[config.mk]
export PLATFORM = sky130hd
export DESIGN_NAME = gbr_regs
export DESIGN_NICKNAME = d
export VERILOG_FILES = /design/src/hdl/gbr_pkg.sv /design/src/hdl/gbr_regs.sv
export SDC_FILE = /design/constraint.sdc
export NUM_CORES = 1
export LEC_CHECK = 0
export CAP_MARGIN = 20
export CORE_ASPECT_RATIO = 1.1
export CORE_MARGIN = 2
export CORE_UTILIZATION = 56
export CTS_BUF_LIST = sky130_fd_sc_hd__clkbuf_4
export DETAILED_ROUTE_END_ITERATION = 6
export DONT_BUFFER_PORTS = 1
export GPL_ROUTABILITY_DRIVEN = 0
export PLACE_DENSITY = 0.71
export SLEW_MARGIN = 20
export SYNTH_ARGS = -nofsm -noshare
export SYNTH_HDL_FRONTEND = slang
export SYNTH_SLANG_ARGS = --single-unit
[constraint.sdc]
create_clock -name sys_clk -period 3.54 [get_ports sys_clk]
set_input_delay 0.354 -clock sys_clk [delete_from_list [all_inputs] [get_ports sys_clk]]
set_output_delay 0.354 -clock sys_clk [all_outputs]
set_load 0.02 [all_outputs]
[src/hdl/gbr_pkg.sv]
// Operation
// - writing one to control bit 15 starts soft reset; bit self-clears when done
// - control bit 14 selects digital loopback; resets to zero
// - forced speed from bits 6 and 13; bit 6 read-only, resets one
// - control bit 12 enables autoneg, resets one; forced speed and duplex ignored then
// - writing one to control bit 9 restarts autoneg; bit self-clears
// - control bit 8 forces full duplex only while autoneg disabled; resets zero
// - status bits 14 to 11 read one for 100TX and 10T abilities
// - status bits 15, 10 and 9 read zero
// - status bit 8 reads one; index 15 holds no extended status register and reads zero
// - status bit 5 shows autoneg complete; resets zero
// - status bit 4 shows remote fault detected
// - status bit 3 reads one, autoneg able
// - status bit 2 is link status, latching low, resets zero
// - status bit 1 shows jabber detected
// - status bit 0 reads one, extended capabilities supported
// - first identifier register returns oui bits 3 to 18 read-only
// - second identifier: oui bits read-only, writable model and revision
// - advertisement next page, remote fault, pause flags writable, reset zero
// - advertisement ability bits 8 to 5 writable, reset one
// - selector field bits 4:0 writable, resets to ieee 802.3 code
// - indexes 16 to 31 are unmapped: they read zero and ignore writes
package gbr_pkg;
  localparam logic [4:0]  IDX_CTRL        = 5'h00;
  localparam logic [4:0]  IDX_STAT        = 5'h01;
  localparam logic [4:0]  IDX_ID_HI       = 5'h02;
  localparam logic [4:0]  IDX_ID_LO       = 5'h03;
  localparam logic [4:0]  IDX_ADV         = 5'h04;
  localparam int          CB_RESET        = 15;
  localparam int          CB_LOOP         = 14;
  localparam int          CB_SPD0         = 13;
  localparam int          CB_ANEN         = 12;
  localparam int          CB_PWDN         = 11;
  localparam int          CB_RESTART      = 9;
  localparam int          CB_DUPLEX       = 8;
  localparam int          CB_SPD1         = 6;
  localparam int          SB_ANDONE       = 5;
  localparam int          SB_RFAULT       = 4;
  localparam int          SB_LINK         = 2;
  localparam int          SB_JABBER       = 1;
  // fixed status bits: 14..11, 8, 3, 0 set; 15, 10, 9 clear
  localparam logic [15:0] STAT_FIXED      = 16'h7909;
  localparam logic [15:0] ADV_WMASK       = 16'hadff;
  localparam logic [15:0] ADV_RSVD_MASK   = 16'h5200;
  localparam logic [15:0] STAT_CHK_MASK   = 16'hffc9;
  localparam logic [15:0] CTRL_RO_MASK    = 16'h0040;
  localparam logic [15:0] CTRL_RD_MASK    = 16'hfb40;
  localparam logic [15:0] ADV_RESET       = 16'h01e1;
  localparam logic [15:0] CTRL_RESET      = 16'h1040;
  localparam logic [15:0] CTRL_RW_MASK    = 16'h7900;
  localparam logic [5:0]  MODEL_RESET     = 6'h01;  // arbitrary value
  localparam logic [3:0]  REV_RESET       = 4'h0;   // arbitrary value
  localparam logic [1:0]  SPD_10          = 2'b00;
  localparam logic [1:0]  SPD_100         = 2'b01;
  localparam logic [1:0]  SPD_1000        = 2'b10;
  localparam int          SRST_CYCLES     = 4;
  typedef enum logic [1:0] {SPEED_10, SPEED_100, SPEED_1000, SPEED_RSVD} gbr_speed_t;
endpackage : gbr_pkg

[src/hdl/gbr_regs.sv]
`timescale 1ns/1ns
module gbr_regs import gbr_pkg::*; #(
  parameter logic [15:0] OUI_HI = 16'h0123,  // arbitrary value
  parameter logic [5:0]  OUI_LO = 6'h15      // arbitrary value
) (
  input  wire logic        sys_clk,
  input  wire logic        resetn,
  input  wire logic [4:0]  reg_index,
  input  wire logic        reg_wr,
  input  wire logic [15:0] reg_wdata,
  output logic      [15:0] reg_rdata,
  input  wire logic        an_complete,
  input  wire logic        remote_fault,
  input  wire logic        link_up,
  input  wire logic        jabber,
  output logic             phy_soft_reset,
  output logic             an_restart,
  output logic             loopback,
  output logic             power_down,
  output logic             an_enable,
  output logic             full_duplex,
  output logic      [1:0]  speed,
  output logic      [15:0] adv_word
);
  logic [15:0] ctrl;
  logic [5:0]  model;
  logic [3:0]  rev;
  logic [15:0] adv;
  logic [2:0]  srst_cnt;
  logic        link_ll;
  logic        an_s1;
  logic        an_s2;
  logic        rf_s1;
  logic        rf_s2;
  logic        ln_s1;
  logic        ln_s2;
  logic        jb_s1;
  logic        jb_s2;
  logic        rd_stat;
  logic        soft_rst_done;

  function automatic logic hit(input logic [4:0] idx, input logic [4:0] want);
    hit = (idx[3:0] == want[3:0]) && !idx[4];
  endfunction : hit

  // two-flop synchronisers, one per status pin
  always_ff @(posedge sys_clk) begin
    if (!resetn) begin
      an_s1 <= 1'b0;
      an_s2 <= 1'b0;
    end else begin
      an_s1 <= an_complete;
      an_s2 <= an_s1;
    end
  end

  always_ff @(posedge sys_clk) begin
    if (!resetn) begin
      rf_s1 <= 1'b0;
      rf_s2 <= 1'b0;
    end else begin
      rf_s1 <= remote_fault;
      rf_s2 <= rf_s1;
    end
  end

  always_ff @(posedge sys_clk) begin
    if (!resetn) begin
      ln_s1 <= 1'b0;
      ln_s2 <= 1'b0;
    end else begin
      ln_s1 <= link_up;
      ln_s2 <= ln_s1;
    end
  end

  always_ff @(posedge sys_clk) begin
    if (!resetn) begin
      jb_s1 <= 1'b0;
      jb_s2 <= 1'b0;
    end else begin
      jb_s1 <= jabber;
      jb_s2 <= jb_s1;
    end
  end

  assign soft_rst_done = ctrl[CB_RESET] && (srst_cnt == 3'(SRST_CYCLES - 1));
  assign rd_stat       = !reg_wr && hit(reg_index, IDX_STAT);

  // soft reset counter counts up to SRST_CYCLES - 1; bit clears when done and restores defaults
  always_ff @(posedge sys_clk) begin
    if (!resetn) begin
      srst_cnt <= 3'h0;
    end else if (ctrl[CB_RESET]) begin
      srst_cnt <= soft_rst_done ? 3'h0 : srst_cnt + 3'h1;
    end
  end

  // control word; soft reset completion restores every default
  always_ff @(posedge sys_clk) begin
    if (!resetn || soft_rst_done) begin
      ctrl <= CTRL_RESET;
    end else begin
      ctrl[CB_RESTART] <= 1'b0;
      if (reg_wr && hit(reg_index, IDX_CTRL)) begin
        ctrl[CB_RESET]   <= ctrl[CB_RESET] | reg_wdata[CB_RESET];
        ctrl[CB_LOOP]    <= reg_wdata[CB_LOOP];
        ctrl[CB_SPD0]    <= reg_wdata[CB_SPD0];
        ctrl[CB_ANEN]    <= reg_wdata[CB_ANEN];
        ctrl[CB_PWDN]    <= reg_wdata[CB_PWDN];
        ctrl[CB_RESTART] <= reg_wdata[CB_RESTART];
        ctrl[CB_DUPLEX]  <= reg_wdata[CB_DUPLEX];
      end
    end
  end

  always_ff @(posedge sys_clk) begin
    if (!resetn || soft_rst_done) begin
      model <= MODEL_RESET;
      rev   <= REV_RESET;
    end else if (reg_wr && hit(reg_index, IDX_ID_LO)) begin
      model <= reg_wdata[9:4];
      rev   <= reg_wdata[3:0];
    end
  end

  always_ff @(posedge sys_clk) begin
    if (!resetn || soft_rst_done) begin
      adv <= ADV_RESET;
    end else if (reg_wr && hit(reg_index, IDX_ADV)) begin
      adv <= reg_wdata & ADV_WMASK;
    end
  end

  // latching low: a drop is held until status is read
  always_ff @(posedge sys_clk) begin
    if (!resetn) begin
      link_ll <= 1'b0;
    end else if (!ln_s2) begin
      link_ll <= 1'b0;
    end else if (rd_stat) begin
      link_ll <= 1'b1;
    end
  end

  always_comb begin
    reg_rdata = 16'h0000;
    if (!reg_wr) begin
      if (hit(reg_index, IDX_CTRL)) begin
        reg_rdata = (ctrl & CTRL_RW_MASK) | {ctrl[CB_RESET], 5'h00, ctrl[CB_RESTART], 9'h000};
        reg_rdata = reg_rdata | (CTRL_RESET & CTRL_RO_MASK);
      end else if (hit(reg_index, IDX_STAT)) begin
        reg_rdata = STAT_FIXED;
        reg_rdata[SB_ANDONE] = an_s2;
        reg_rdata[SB_RFAULT] = rf_s2;
        reg_rdata[SB_LINK]   = link_ll && ln_s2;
        reg_rdata[SB_JABBER] = jb_s2;
      end else if (hit(reg_index, IDX_ID_HI)) begin
        reg_rdata = OUI_HI;
      end else if (hit(reg_index, IDX_ID_LO)) begin
        reg_rdata = {OUI_LO, model, rev};
      end else if (hit(reg_index, IDX_ADV)) begin
        reg_rdata = adv;
      end
    end
  end

  assign phy_soft_reset = ctrl[CB_RESET];
  assign an_restart     = ctrl[CB_RESTART];
  assign loopback       = ctrl[CB_LOOP];
  assign power_down     = ctrl[CB_PWDN];
  assign an_enable      = ctrl[CB_ANEN];
  assign full_duplex    = ctrl[CB_ANEN] ? 1'b0 : ctrl[CB_DUPLEX];
  assign speed          = ctrl[CB_ANEN] ? SPD_1000 : {1'b1, ctrl[CB_SPD0]};
  assign adv_word       = adv;
endmodule : gbr_regs

==> run summary <==
Setup repair after global routing left no endpoint under its margin. Summed over all layers, the routed wires come to 4.61 mm. The number of standard cells in the final layout excluding fillers came out at 290. The sum of overflow across all layers after global routing is 0. The final number of setup-violating endpoints is 0. The routed design could run at a clock period as short as 2.16 ns. In this run the count of I/O pins placed on the die edge is 68. The cell type contributing the most total cell area after synthesis is sky130_fd_sc_hd__dfxtp_1. The commonest cells after synthesis are 66 x sky130_fd_sc_hd__nand2_1, 42 x sky130_fd_sc_hd__dfxtp_1, 32 x sky130_fd_sc_hd__a21oi_1, 12 x sky130_fd_sc_hd__and2_1, 12 x sky130_fd_sc_hd__nor2_1.

STA classifies the critical path startpoint as an input pin. Summed over its instances, the top area cell type makes up 42.3% of the synthesized netlist area. At the pin with the least slew margin, the transition time is 0.752 ns.

The layout overhead on the synthesized area is 1.51%. Synthesis inferred 42 register bits. The cell count of the worst reg-to-reg path is 4. By area the synthesized netlist is led by sky130_fd_sc_hd__dfxtp_1 42%, sky130_fd_sc_hd__nand2_1 12%, sky130_fd_sc_hd__a21oi_1 8.1%. The depth of the worst hold-timing path came out at 2.

The standard cell area after detailed placement came out at 1920 µm². The critical path start-end classification is in2out. The worst-case clock buffer depth came out at 2. The total global-route track usage is 24.6%. The remaining routing DRC violations came out at 0. The iteration-0 DRC count of the detailed router came out at 62. The count of antenna-violating nets left after detailed routing came out at 0. The first global-routing pass estimated 7.20 mm of wire. The number of sinks driven by the clock tree came out at 42. The initial antenna violation count came out at 0. The total number of H-tree levels came out at 2. For this run, the leading register cell type out of synthesis is sky130_fd_sc_hd__dfxtp_1.

The post-CTS repair timing setup buffer count came out at 0. Cells with a size suffix above 1 make up 8.26% of the layout. 0 antenna diodes ended up in the layout. The number of placed instances, taps included, is 282. The iteration count of the initial detailed-routing pass is 4.

The clock latency reported for the late side of the worst-skew pair came out at 0.36 ns. The sum of negative setup slack is 0 ns. The largest net degree at the start of global routing is 24. In this run, CTS created clock tree buffers numbering 5. The length of routed wiring on met1 came out at 1.92 mm. Row generation in the floorplan step produced 22 rows. The width of the die came out at 60.8 µm. The worst voltage drop across the vdd grid came out at 278 µV. The routed layout has 1673 vias. The upper clock frequency limit is 0.464 GHz. Summing the sequential cell areas from Yosys gives 42.3% of the chip area.

The number of filler cells placed in the layout came out at 343. The total area of multi-input combinational cells came out at 980 µm². The highest routing layer actually used is met4. The endpoint class of the critical path is an output port. The worst setup slack before clock tree synthesis came out at 1.39 ns. The number of warnings issued by yosys is 0. The worst flop-to-flop path endpoint is srst_cnt[1]. The startpoint identified for the worst register-to-register timing path is ctrl[15]. Using the TritonRoute via totals, the vias-per-cell ratio works out to 5.77. The mean post-synth cell area came out at 7.96 µm². The sequential cell area came out at 841 µm².

The total leakage power came out at 0.723 nW. The endpoint arrival time on the critical path came out at 1.80 ns. The instance count of the mapped netlist came out at 250.

In the post-synthesis netlist, the cell with the most instances is sky130_fd_sc_hd__nand2_1. The starting density of the core is 59.2%. The final design area excluding fillers came out at 2020 µm². The final hold violation count came out at 0. The required time of the critical path came out at 3.19 ns.

The wire length on met2 is 2.19 mm. The core region is 3360 µm². For this design the ratio of total power to cell area is 451 nW/µm². The clock-pin slew reported for the worst setup and hold paths after clock tree synthesis came out at 0.12 ns. The max-cap check violation count is 0.

The worst hold path belongs to the class in2reg. The number of distinct standard cells referenced by the synthesized netlist came out at 44. The post-cts sizing count is 0.

The final period utilization is 60.9%. The post-route total power came out at 0.911 mW. The number of global-route vias before repair is 1478. The met3 wire length is 410 µm. The net count reported at finish came out at 270. The worst pin sits at a relative slew slack of 49.6%. The count of hold-fix buffers inserted at cts came out at 0. The endpoint with the worst hold slack is model[5]. The cell sitting at the root of the clock tree is a sky130_fd_sc_hd__clkbuf_4. The post-detailed-route wirelength per cell is 15.9 µm.

In the synthesized netlist the async set-or-reset flop fraction comes to 0%. The total die area came out at 4050 µm². The final worst slack is 1.38 ns. The run finished with clean final reports. The die is 66.5 µm tall. Across the routed clock network, the largest skew measured is 0.00361 ns. The setup check on the worst reg-to-reg path leaves a slack of 2.10 ns. Summing every instance area after synthesis gives 1990 µm².

The startpoint of the worst hold path is reg_wdata[9]. The count of buffers added on input and output ports is 0. TritonCTS built the clock tree. The synthesized design contains 0 enable-type register cells.

The maximum fanout along the worst path came out at 15. The final count of pins violating max slew came out at 0. The HPWL reported at the end of detailed placement came out at 3.27 mm.
[cell type report]
class | instances | area share [%]
Multi-Input combinational cell | 185 | 48.5
Sequential cell | 42 | 41.6
Clock inverter | 3 | 3.16
Tap cell | 48 | 2.97
Clock buffer | 5 | 1.86
Timing Repair Buffer | 3 | 1.12
Inverter | 4 | 0.743
[layout by cell type, fill, tap and decap left out, drive strengths merged, types with 2 or more instances in the layout]
master / n
nand2: 66
dfxtp: 42
a21oi: 32
nor2: 13
and2: 12
nand3: 11
o21ai: 8
clkbuf: 5
nor3: 5
inv: 4
and3: 4
conb: 4
a22oi: 4
a32oi: 3
buf: 3
nor4: 2
nand2b: 2
a21o: 2
nor2b: 2
bufinv: 2
or3: 2
a2111oi: 2
[worst max-delay path, stage by stage]
cell                       delay, ns
sky130_fd_sc_hd__nor4_2         0.30
sky130_fd_sc_hd__and2_1         0.40
sky130_fd_sc_hd__a22oi_2        0.08
sky130_fd_sc_hd__a211oi_1       0.66
[logic make-up (layout without fill, tap and decap cells)]
| group | count (synthesis) | after routing | synth area share [%] |
|---|---|---|---|
| xor+xnor | 1 | 1 | 0.440 |
| compound gates | 57 | 57 | 18.3 |
| fa+ha+maj | 1 | 1 | 0.629 |
| other cells | 2 | 4 | 0.377 |
| simple gates | 122 | 122 | 29.1 |
| buf+inv | 25 | 15 | 8.87 |
| flops | 42 | 42 | 42.3 |
[stage by stage]
stage | hold slack, ns | utilization [%]
global placement | 0.413 | 57.1
finish | 0.108 | 60.1
floorplan | 0.412 | -
detailed placement | 0.422 | 57.1
global route | 0.0830 | 60.1
CTS | 0.0938 | 60.1
[report_power, final]
group	internal [mW]	leakage, nW	switching, mW
clock network	0.217	0.0528	0.158
logic	0.0162	0.329	0.0342
registers	0.480	0.341	0.00587
total	0.713	0.723	0.198
[state kept, by name, summed over array words and instances, names as in the netlist]
register and count:
ln_s2 1, ctrl 7, rf_s2 1, jb_s1 1
ln_s1 1, rev 4, an_s1 1, srst_cnt 3
rf_s1 1, model 6, adv_word 13, an_s2 1
jb_s2 1, link_ll 1
[layer usage]
metal / GRT usage, % / vias to the layer above
met2: 38.7 / 65
met1: 29.2 / 773
met4: 11.1 / 0
met5: 0 / -
li1: - / 826
met3: 9.71 / 9
[worst max path at each step]
stage               slack [ns]          from  cells after the start            to
floorplan                 1.44        reg_wr                      3  reg_rdata[6]
global placement          1.42  reg_index[1]                      4  reg_rdata[7]
detailed placement        1.39  reg_index[1]                      4  reg_rdata[7]
CTS                       1.39  reg_index[1]                      4  reg_rdata[7]
global route              1.32  reg_index[1]                      4  reg_rdata[7]
finish                    1.38  reg_index[1]                      4  reg_rdata[7]
Note: power is estimated with default switching activity, not from simulation.
